===== src/include/nvc_map.svh =====
// register indices, field positions, reset values and timing counts
// assumes: included by bare name after the package, once per file
`ifndef NVC_MAP_SVH
`define NVC_MAP_SVH

`define NVC_BYTES          512
`define NVC_AW             9
`define NVC_LAST_ADDR      9'h1ff
// apb byte address = 4 * index; paddr[11:10] selects the access kind
`define NVC_RGN_IO         2'h0
`define NVC_RGN_DATA       2'h1
`define NVC_RGN_BIT        2'h2
`define NVC_IO_LAST        8'h3f
`define NVC_BIT_LAST       8'h1f
`define NVC_EXT_FIRST      8'h60
`define NVC_IO_TO_DATA     8'h20
// data-space indices of the registers
`define NVC_IDX_GPREG0     8'h3e
`define NVC_IDX_CONTROL    8'h3f
`define NVC_IDX_DATA       8'h40
`define NVC_IDX_ADDR_LO    8'h41
`define NVC_IDX_ADDR_HI    8'h42
`define NVC_IDX_GPREG1     8'h4a
`define NVC_IDX_GPREG2     8'h4b
// control register fields
`define NVC_CTL_READ       0
`define NVC_CTL_WRITE      1
`define NVC_CTL_ARM        2
`define NVC_CTL_RIE        3
`define NVC_GP_RESET       8'h00
`define NVC_DATA_RESET     8'h00
`define NVC_ADDR_RESET     9'h000
// timing
`define NVC_CLK_NS         25
`define NVC_WR_OSC_CYC     27072
`define NVC_WR_TIME_NS     3300000
`define NVC_WR_CYCLES      (`NVC_WR_TIME_NS / `NVC_CLK_NS)
`define NVC_ARM_CYCLES     3'h4
`define NVC_RD_STALL       3'h4
`define NVC_WR_STALL       3'h2
`define NVC_CNT_W          18

`endif


===== src/include/nvc_pkg.sv =====
// types shared by the byte-access controller and its leaves
// assumes: compiled before all design files
package nvc_pkg;
	typedef struct packed {
		logic [8:0] addr;
		logic [7:0] data;
	} nvc_wr_t;

	typedef enum logic [1:0] {
		NVC_IDLE,
		NVC_WAIT,
		NVC_DONE
	} nvc_apb_st_t;
endpackage


===== src/verilog/nvc_gp_regs.sv =====
// three general purpose byte registers with per-bit write mask
// assumes: top decodes the address and masks bit operations
`include "nvc_map.svh"
module nvc_gp_regs
	import nvc_pkg::*;
(
	input  wire logic             clk,
	input  wire logic             resetn,
	input  wire logic [2:0]       we,
	input  wire logic [7:0]       wbyte,
	input  wire logic [7:0]       wmask,
	output logic      [2:0][7:0]  q
);
	logic [2:0][7:0] gp_ff;

	genvar i;
	generate
		for (i = 0; i < 3; i++) begin : g_reg
			always_ff @(posedge clk) begin
				if (!resetn)
					gp_ff[i] <= `NVC_GP_RESET;
				else if (we[i])
					gp_ff[i] <= (gp_ff[i] & ~wmask) | (wbyte & wmask);
			end
		end
	endgenerate

	assign q = gp_ff;
endmodule


===== src/verilog/nvc_array.sv =====
// 512-byte store with self-timed byte write
// assumes: por_n drops only on inadequate supply; resetn is not seen here
`include "nvc_map.svh"
module nvc_array
	import nvc_pkg::*;
#(
	parameter int unsigned WR_CYCLES = `NVC_WR_CYCLES
) (
	input  wire logic        clk,
	input  wire logic        por_n,
	input  wire logic        start,
	input  wire nvc_wr_t     wr,
	input  wire logic [8:0]  rd_addr,
	output logic      [7:0]  rd_data,
	output logic             busy
);
	localparam logic [`NVC_CNT_W-1:0] LAST =
		`NVC_CNT_W'(WR_CYCLES - 1);

	logic [7:0]            mem_ff [`NVC_BYTES];
	nvc_wr_t               hold_ff;
	logic                  busy_ff;
	logic [`NVC_CNT_W-1:0] cnt_ff;

	// kept apart from the core reset so a write survives it
	always_ff @(posedge clk) begin
		if (!por_n) begin
			busy_ff <= 1'b0;
			cnt_ff  <= '0;
		end else if (start && !busy_ff) begin
			busy_ff <= 1'b1;
			cnt_ff  <= '0;
		end else if (busy_ff) begin
			cnt_ff <= cnt_ff + 1'b1;
			if (cnt_ff == LAST)
				busy_ff <= 1'b0;
		end
	end

	always_ff @(posedge clk) begin
		if (start && !busy_ff)
			hold_ff <= wr;
	end

	always_ff @(posedge clk) begin
		if (por_n && busy_ff && cnt_ff == LAST)
			mem_ff[hold_ff.addr] <= hold_ff.data;
	end

	assign rd_data = mem_ff[rd_addr];
	assign busy    = busy_ff;

	hold_stable_a: assert property (@(posedge clk) disable iff (!por_n)
		busy_ff && $past(busy_ff) |-> $stable(hold_ff))
		else $error("write target changed during write");
	self_clear_a: assert property (@(posedge clk) disable iff (!por_n)
		busy_ff && cnt_ff == LAST |=> !busy_ff)
		else $error("write did not end at its time");
endmodule


===== src/verilog/nvc_ctrl.sv =====
// byte-access controller for the 512-byte data store, apb slave
// assumes: apb master per amba apb; self_program_active from self-programming;
// por_n high while supply is adequate
`include "nvc_map.svh"
module nvc_ctrl
	import nvc_pkg::*;
#(
	parameter int unsigned WR_CYCLES = `NVC_WR_CYCLES
) (
	input  wire logic        clk,
	input  wire logic        resetn,
	input  wire logic        por_n,
	input  wire logic        psel,
	input  wire logic        penable,
	input  wire logic        pwrite,
	input  wire logic [11:0] paddr,
	input  wire logic [31:0] pwdata,
	output logic      [31:0] prdata,
	output logic             pready,
	output logic             pslverr,
	input  wire logic        self_program_active,
	input  wire logic        global_irq_en,
	input  wire logic        sleep_power_down,
	output logic             nv_ready_irq,
	output logic             clk_keep_running
);
	nvc_apb_st_t     st_ff;
	logic [2:0]      stall_ff;
	logic [31:0]     prdata_ff;
	logic            pready_ff;
	logic            pslverr_ff;
	logic            irq_ff;
	logic            keep_ff;
	logic [8:0]      nv_byte_address_ff;
	logic [7:0]      nv_byte_data_ff;
	logic            nv_master_write_arm_ff;
	logic [2:0]      arm_cnt_ff;
	logic            nv_ready_irq_enable_ff;

	logic [1:0]      rgn;
	logic [7:0]      idx;
	logic [7:0]      daddr;
	logic            mapped;
	logic            bitop;
	logic [7:0]      wbyte;
	logic [7:0]      wmask;
	logic [7:0]      rbyte;
	logic            commit;
	logic            wr_en;
	logic            busy;
	logic            rd_go;
	logic            wr_go;
	logic            rd_hit;
	logic            wr_hit;
	logic            rd_acc_ff;
	logic            wr_acc_ff;
	logic [7:0]      rd_data;
	logic [2:0]      gp_we;
	logic [2:0][7:0] gp_q;
	nvc_wr_t         wr_req;

	// address decode: io, data-space and bit-operation views
	always_comb begin
		rgn    = paddr[11:10];
		idx    = paddr[9:2];
		bitop  = 1'b0;
		daddr  = 8'h00;
		mapped = 1'b0;
		case (rgn)
			`NVC_RGN_IO: begin
				daddr  = idx + `NVC_IO_TO_DATA;
				mapped = (idx <= `NVC_IO_LAST);
			end
			`NVC_RGN_DATA: begin
				daddr  = idx;
				mapped = (idx >= `NVC_IO_TO_DATA);
			end
			`NVC_RGN_BIT: begin
				daddr  = idx + `NVC_IO_TO_DATA;
				mapped = (idx <= `NVC_BIT_LAST);
				bitop  = 1'b1;
			end
			default: begin
				daddr  = 8'h00;
				mapped = 1'b0;
			end
		endcase
		case (daddr)
			`NVC_IDX_GPREG0, `NVC_IDX_CONTROL, `NVC_IDX_DATA,
			`NVC_IDX_ADDR_LO, `NVC_IDX_ADDR_HI, `NVC_IDX_GPREG1,
			`NVC_IDX_GPREG2: ;
			default: mapped = 1'b0;
		endcase
	end

	// bit operation: pwdata[2:0] selects the bit, pwdata[3] its value
	always_comb begin
		if (bitop) begin
			wmask = 8'h01 << pwdata[2:0];
			wbyte = {8{pwdata[3]}} & wmask;
		end else begin
			wmask = 8'hff;
			wbyte = pwdata[7:0];
		end
	end

	always_comb begin
		case (daddr)
			`NVC_IDX_GPREG0:  rbyte = gp_q[0];
			`NVC_IDX_GPREG1:  rbyte = gp_q[1];
			`NVC_IDX_GPREG2:  rbyte = gp_q[2];
			`NVC_IDX_DATA:    rbyte = nv_byte_data_ff;
			`NVC_IDX_ADDR_LO: rbyte = nv_byte_address_ff[7:0];
			`NVC_IDX_ADDR_HI: rbyte = {7'h00, nv_byte_address_ff[8]};
			`NVC_IDX_CONTROL: rbyte = {4'h0, nv_ready_irq_enable_ff,
				nv_master_write_arm_ff, busy, 1'b0};
			default:          rbyte = 8'h00;
		endcase
	end

	assign commit = psel && penable && pready_ff;
	assign wr_en  = commit && pwrite && mapped;
	assign rd_hit = pwrite && mapped && daddr == `NVC_IDX_CONTROL
		&& wmask[`NVC_CTL_READ] && wbyte[`NVC_CTL_READ]
		&& !busy;
	assign wr_hit = pwrite && mapped && daddr == `NVC_IDX_CONTROL
		&& wmask[`NVC_CTL_WRITE] && wbyte[`NVC_CTL_WRITE]
		&& nv_master_write_arm_ff && !busy
		&& !self_program_active;
	// judged on the first access cycle: the arm may lapse during the stall
	assign rd_go  = commit && rd_acc_ff;
	assign wr_go  = commit && wr_acc_ff;
	assign wr_req = '{addr: nv_byte_address_ff, data: nv_byte_data_ff};

	always_comb begin
		gp_we    = 3'h0;
		gp_we[0] = wr_en && daddr == `NVC_IDX_GPREG0;
		gp_we[1] = wr_en && daddr == `NVC_IDX_GPREG1;
		gp_we[2] = wr_en && daddr == `NVC_IDX_GPREG2;
	end

	// apb handshake; stall length judged on the first access cycle
	always_ff @(posedge clk) begin
		if (!resetn) begin
			st_ff      <= NVC_IDLE;
			stall_ff   <= 3'h0;
			pready_ff  <= 1'b0;
			pslverr_ff <= 1'b0;
			prdata_ff  <= 32'h0000_0000;
			rd_acc_ff  <= 1'b0;
			wr_acc_ff  <= 1'b0;
		end else begin
			case (st_ff)
				NVC_IDLE: begin
					if (psel && penable) begin
						st_ff     <= NVC_WAIT;
						rd_acc_ff <= rd_hit;
						wr_acc_ff <= wr_hit;
						if (rd_hit)
							stall_ff <= `NVC_RD_STALL;
						else if (wr_hit)
							stall_ff <= `NVC_WR_STALL;
						else
							stall_ff <= 3'h0;
					end
				end
				NVC_WAIT: begin
					if (stall_ff == 3'h0) begin
						st_ff      <= NVC_DONE;
						pready_ff  <= 1'b1;
						pslverr_ff <= !mapped;
						prdata_ff  <= {24'h000000, rbyte};
					end else begin
						stall_ff <= stall_ff - 3'h1;
					end
				end
				NVC_DONE: begin
					st_ff      <= NVC_IDLE;
					pready_ff  <= 1'b0;
					pslverr_ff <= 1'b0;
					rd_acc_ff  <= 1'b0;
					wr_acc_ff  <= 1'b0;
				end
				default: st_ff <= NVC_IDLE;
			endcase
		end
	end

	always_ff @(posedge clk) begin
		if (!resetn) begin
			nv_byte_address_ff <= `NVC_ADDR_RESET;
		end else if (wr_en && !busy) begin
			if (daddr == `NVC_IDX_ADDR_LO)
				nv_byte_address_ff[7:0] <= (nv_byte_address_ff[7:0]
					& ~wmask) | (wbyte & wmask);
			else if (daddr == `NVC_IDX_ADDR_HI && wmask[0])
				nv_byte_address_ff[8] <= wbyte[0];
		end
	end

	always_ff @(posedge clk) begin
		if (!resetn)
			nv_byte_data_ff <= `NVC_DATA_RESET;
		else if (rd_go)
			nv_byte_data_ff <= rd_data;
		else if (wr_en && daddr == `NVC_IDX_DATA)
			nv_byte_data_ff <= (nv_byte_data_ff & ~wmask)
				| (wbyte & wmask);
	end

	// arm window: four cycles from the last arm write, then gone
	always_ff @(posedge clk) begin
		if (!resetn) begin
			nv_master_write_arm_ff <= 1'b0;
			arm_cnt_ff             <= 3'h0;
		end else if (wr_en && daddr == `NVC_IDX_CONTROL
				&& wmask[`NVC_CTL_ARM] && wbyte[`NVC_CTL_ARM]) begin
			nv_master_write_arm_ff <= 1'b1;
			arm_cnt_ff             <= `NVC_ARM_CYCLES;
		end else if (nv_master_write_arm_ff) begin
			arm_cnt_ff <= arm_cnt_ff - 3'h1;
			if (arm_cnt_ff == 3'h1)
				nv_master_write_arm_ff <= 1'b0;
			if (wr_en && daddr == `NVC_IDX_CONTROL
					&& wmask[`NVC_CTL_ARM])
				nv_master_write_arm_ff <= 1'b0;
		end
	end

	always_ff @(posedge clk) begin
		if (!resetn)
			nv_ready_irq_enable_ff <= 1'b0;
		else if (wr_en && daddr == `NVC_IDX_CONTROL
				&& wmask[`NVC_CTL_RIE])
			nv_ready_irq_enable_ff <= wbyte[`NVC_CTL_RIE];
	end

	always_ff @(posedge clk) begin
		if (!resetn) begin
			irq_ff  <= 1'b0;
			keep_ff <= 1'b0;
		end else begin
			irq_ff  <= nv_ready_irq_enable_ff && global_irq_en
				&& !busy;
			keep_ff <= sleep_power_down && busy;
		end
	end

	nvc_array #(
		.WR_CYCLES (WR_CYCLES)
	) u_array (
		.clk     (clk),
		.por_n   (por_n),
		.start   (wr_go),
		.wr      (wr_req),
		.rd_addr (nv_byte_address_ff),
		.rd_data (rd_data),
		.busy    (busy)
	);

	nvc_gp_regs u_gp (
		.clk    (clk),
		.resetn (resetn),
		.we     (gp_we),
		.wbyte  (wbyte),
		.wmask  (wmask),
		.q      (gp_q)
	);

	assign prdata           = prdata_ff;
	assign pready           = pready_ff;
	assign pslverr          = pslverr_ff;
	assign nv_ready_irq     = irq_ff;
	assign clk_keep_running = keep_ff;

	arm_expiry_a: assert property (@(posedge clk) disable iff (!resetn)
		$rose(nv_master_write_arm_ff) |-> ##4 !nv_master_write_arm_ff)
		else $error("arm window not four cycles");
	read_stall_a: assert property (@(posedge clk) disable iff (!resetn)
		st_ff == NVC_IDLE && psel && penable && pwrite
		&& mapped && daddr == `NVC_IDX_CONTROL && wmask[0] && wbyte[0]
		&& !busy |-> !pready_ff [*6] ##1 pready_ff)
		else $error("read strobe stall wrong");
	write_stall_a: assert property (@(posedge clk) disable iff (!resetn)
		st_ff == NVC_IDLE && psel && penable && stall_ff == 3'h0
		&& pwrite && mapped && daddr == `NVC_IDX_CONTROL && wmask[1]
		&& wbyte[1] && !wbyte[0] && nv_master_write_arm_ff && !busy
		&& !self_program_active
		|-> !pready_ff [*4] ##1 pready_ff)
		else $error("write strobe stall wrong");
	no_write_a: assert property (@(posedge clk) disable iff (!resetn)
		$rose(busy) |-> $past(nv_master_write_arm_ff, 5)
		&& !$past(self_program_active, 5))
		else $error("write started without arm");
	addr_hold_a: assert property (@(posedge clk) disable iff (!resetn)
		busy && $past(busy) |-> $stable(nv_byte_address_ff))
		else $error("address changed during write");
	read_fetch_a: assert property (@(posedge clk) disable iff (!resetn)
		rd_go |=> nv_byte_data_ff == $past(rd_data))
		else $error("read byte not loaded");
	ready_irq_a: assert property (@(posedge clk) disable iff (!resetn)
		nv_ready_irq_enable_ff && global_irq_en && !busy
		|=> nv_ready_irq)
		else $error("ready interrupt missing");
	addr_hi_zero_a: assert property (@(posedge clk) disable iff (!resetn)
		commit && !pwrite && mapped && daddr == `NVC_IDX_ADDR_HI
		|-> prdata_ff[31:1] == 31'h0)
		else $error("upper address bits not zero");
	bit_only_a: assert property (@(posedge clk) disable iff (!resetn)
		wr_en && bitop && daddr == `NVC_IDX_GPREG0
		|=> ((gp_q[0] ^ $past(gp_q[0])) & ~$past(wmask))
		== 8'h00)
		else $error("bit operation touched other bits");
	irq_quiet_a: assert property (@(posedge clk) disable iff (!resetn)
		!global_irq_en || busy |=> !nv_ready_irq)
		else $error("ready interrupt while busy or masked");
endmodule


===== config.mk =====
export PLATFORM = sky130hd
export DESIGN_NAME = nvc_ctrl
export DESIGN_NICKNAME = d
export VERILOG_FILES = /design/src/include/nvc_pkg.sv /design/src/verilog/nvc_gp_regs.sv /design/src/verilog/nvc_array.sv /design/src/verilog/nvc_ctrl.sv
export VERILOG_INCLUDE_DIRS = /design/src /design/src/include
export SDC_FILE = /design/constraint.sdc
export NUM_CORES = 2
export LEC_CHECK = 0
export ABC_AREA = 0
export BUFFER_PORTS_ARGS = -buffer_cell sky130_fd_sc_hd__buf_2
export CAP_MARGIN = 20
export CORE_UTILIZATION = 43
export DETAILED_ROUTE_END_ITERATION = 10
export SLEW_MARGIN = 0
export SYNTH_ARGS = -nofsm -noshare
export SYNTH_HDL_FRONTEND = slang
export SYNTH_SLANG_ARGS = --single-unit

===== constraint.sdc =====
create_clock -name clk -period 15 [get_ports clk]
set_clock_uncertainty 0.1 [all_clocks]
set_input_delay 1.5 -clock clk [delete_from_list [all_inputs] [get_ports clk]]
set_output_delay 1.5 -clock clk [all_outputs]
set_load 0.01 [all_outputs]

==> run metrics <==
status finished clean; IO Count 89; reg2reg path depth 12; FMAX 153 MHz; Synth cell types 80; Die X 619 µm; Final Util 48.2%; Row Count 226; cell taking the most area after synthesis edfxtp_1; post-detail-place hpwl 243000 µm; Die Footprint 0.384 mm²; post-CTS setup buffers 0; pwr/cell area 126 mW/mm²; CP arrival 7.30 ns; WP data required between 15 and 20 ns; final hold viol count 0; Rel. slew slack 17.9%; Starting DRT DRC Count slightly below 10000; Worst Setup Path Type register to register; fin nets 8228; root buf cell clkbuf_16; Mapped Cells between 8000 and 9000; drt first pass iters 6; CP top delay family buffers and inverters; Clock Pin Slew Worst Setup and Hold Paths approximately 0.06 ns; Buf/Inv on CP 4; first-pass GRT wire length 592000 µm; period utilization between 40 and 50%; Post-Syn Area 0.164 mm²; RSZ-0062 raised after global routing false; Port Buffers 38; setup TNS 0 ns; Initial Util 43.2%; largest net degree at the start of global routing 229; Synth-to-Final Area Change 11.5%; vias in the first global route 80400; vias per inst 6.00; Lkg Pwr 43.9 nW; Worst Setup Start Kind register; Critical Path Max Stage Delay 0.89 ns; Slowest-stage cell, CP buf_4; yosys warns 0; critical path, cell by cell buf_4 -> buf_4 -> buf_4 -> buf_4 -> mux2i_1 -> o221ai_1 -> a21oi_1 -> o41ai_2 -> nand4_1 -> a2111oi_2 -> a21oi_1 -> a211oi_2; post-synthesis async set-or-reset flop share 0%; Num CTS Buffers 420; Routed WL 416000 µm; Worst Max-Slew Pin Slew 1.23 ns; syn avg cell area 20.5 µm²; Worst path depth 12; CTS resizes 0; commonest non-fill, non-tap cells in the layout 4113 x edfxtp_1, 876 x mux4_2, 627 x nor2_1; Routed WL per cell 30.7 µm; Slew Viols, Final 0; Synth top area share roughly three quarters; worst skew pair latency 0.95 ns; VDD IR max 0.0949 mV; post-layout minimum cycle time 6.55 ns; Max clock buf depth 4; GRT Total Usage 21.4%; antenna violations before repair 23; antenna-violating nets left 0; fillers a little over 30000; most common cell after layout, fill and taps aside edfxtp_1; final-report setup violation count 0; # Max-Cap Violations 0; worst hold path class register to register; CTS sink cnt 4197; CTS tree yes; top post-synthesis cells by area edfxtp_1 75%, mux4_2 12%, mux2i_1 3.4%; GPL Wtd Cong 0.839; DRC viols 0; Worst Hold Depth 2; Post-synth top flop edfxtp_1; Placeable Area approximately 0.38 mm²; cell mode on critical path buf_4; CP Capture Type register; Critical Path Fanout Max 49; number of synthesized flops with an enable pin 4113; share of cells above drive strength 1 20.6%; cts hold-fix bufs 0; Synth Register Bits 4197; H-tree Lvls 5; total grt overflow 0; via count approximately 81000; register area share after synthesis 76.4%; die height about 620 µm
## through the flow
step                      setup WS [ns]  cell area, µm²  hold slack, ns  total power, mW  std cells
final                              8.45          183000           0.358             23.0      13500
after global routing               8.03          183000           0.376             23.5      13500
after CTS                          8.34          183000           0.357             23.1      13500
after detailed placement           8.39          169000           0.349             13.0      12800
after global placement             8.36          169000           0.350             13.0      12800
after floorplan                    7.31          164000           0.303             13.0       8034
## tightest hold or removal path, stage by stage, from the launching register on
cell and delay (ns):
dfxtp_1 0.31, nand2_1 0.05, a21oi_1 0.05
## cell families after synthesis
group | share of synthesized area [%]
mux | 15.5
flops | 76.4
xor+xnor | 0.0855
compound gates | 3.36
buf+inv | 1.89
simple gates | 2.74
other cells | 0.00229
fa+ha+maj | 0.0458
## state kept, by name, summed over array words and instances (netlist names), 2 cells and up, named ones only
signal,flops
u_array.hold_ff,17
stall_ff,3
arm_cnt_ff,3
u_array.cnt_ff,18
st_ff,2
prdata,8
u_array.mem_ff,4096
## layer usage
layer | track usage, % | share of wire, %
met4 | 6.10 | 3.0
met3 | 4.17 | 8.4
met2 | 34.2 | 48
met5 | 0 | 0.0055
met1 | 30.0 | 41
## cell type report
| type | count | area (µm²) | share of cell area [%] |
|---|---|---|---|
| sequential | 4197 | 125000 | 68.5 |
| multi-input combinational | 3306 | 35900 | 19.6 |
| clock buffer | 516 | 11000 | 6.04 |
| tap | 5016 | 6280 | 3.44 |
| clock inverter | 254 | 2270 | 1.24 |
| timing repair buffer | 230 | 1950 | 1.07 |
| inverter | 14 | 65.1 | 0.0356 |
| antenna | 10 | 25.0 | 0.0137 |
## synth_stat cells, types with 19 or more instances
cell      number
dfxtp_1       84
clkbuf_1     223
a221oi_1      21
nor3_1        61
buf_4         91
nor4_1        19
nand4_1       31
buf_6         45
a22oi_1       36
nor2_1       631
o221ai_1     200
a211oi_1      19
nand3_1       42
edfxtp_1    4113
buf_2        109
o21ai_0       89
nand2_1      159
nor2b_1       19
buf_1         27
or3_1         22
o22ai_1      144
a21oi_1      147
mux4_2       876
mux2i_1      558
## path summary, 6_finish.rpt
path	to	slack, ns
worst min register to register	register	0.36
worst max register to register	register	8.45
worst min-delay path	register	0.36
worst max-delay path	register	8.45
## where the power goes
part	internal [mW]	switching (mW)	total [mW]
sequential	12.7	0.00259	12.7
clock	5.85	4.39	10.2
combinational	0.0129	0.0292	0.0422
total	18.5	4.42	23.0
No activity file was read; power rests on OpenSTA's default activity.
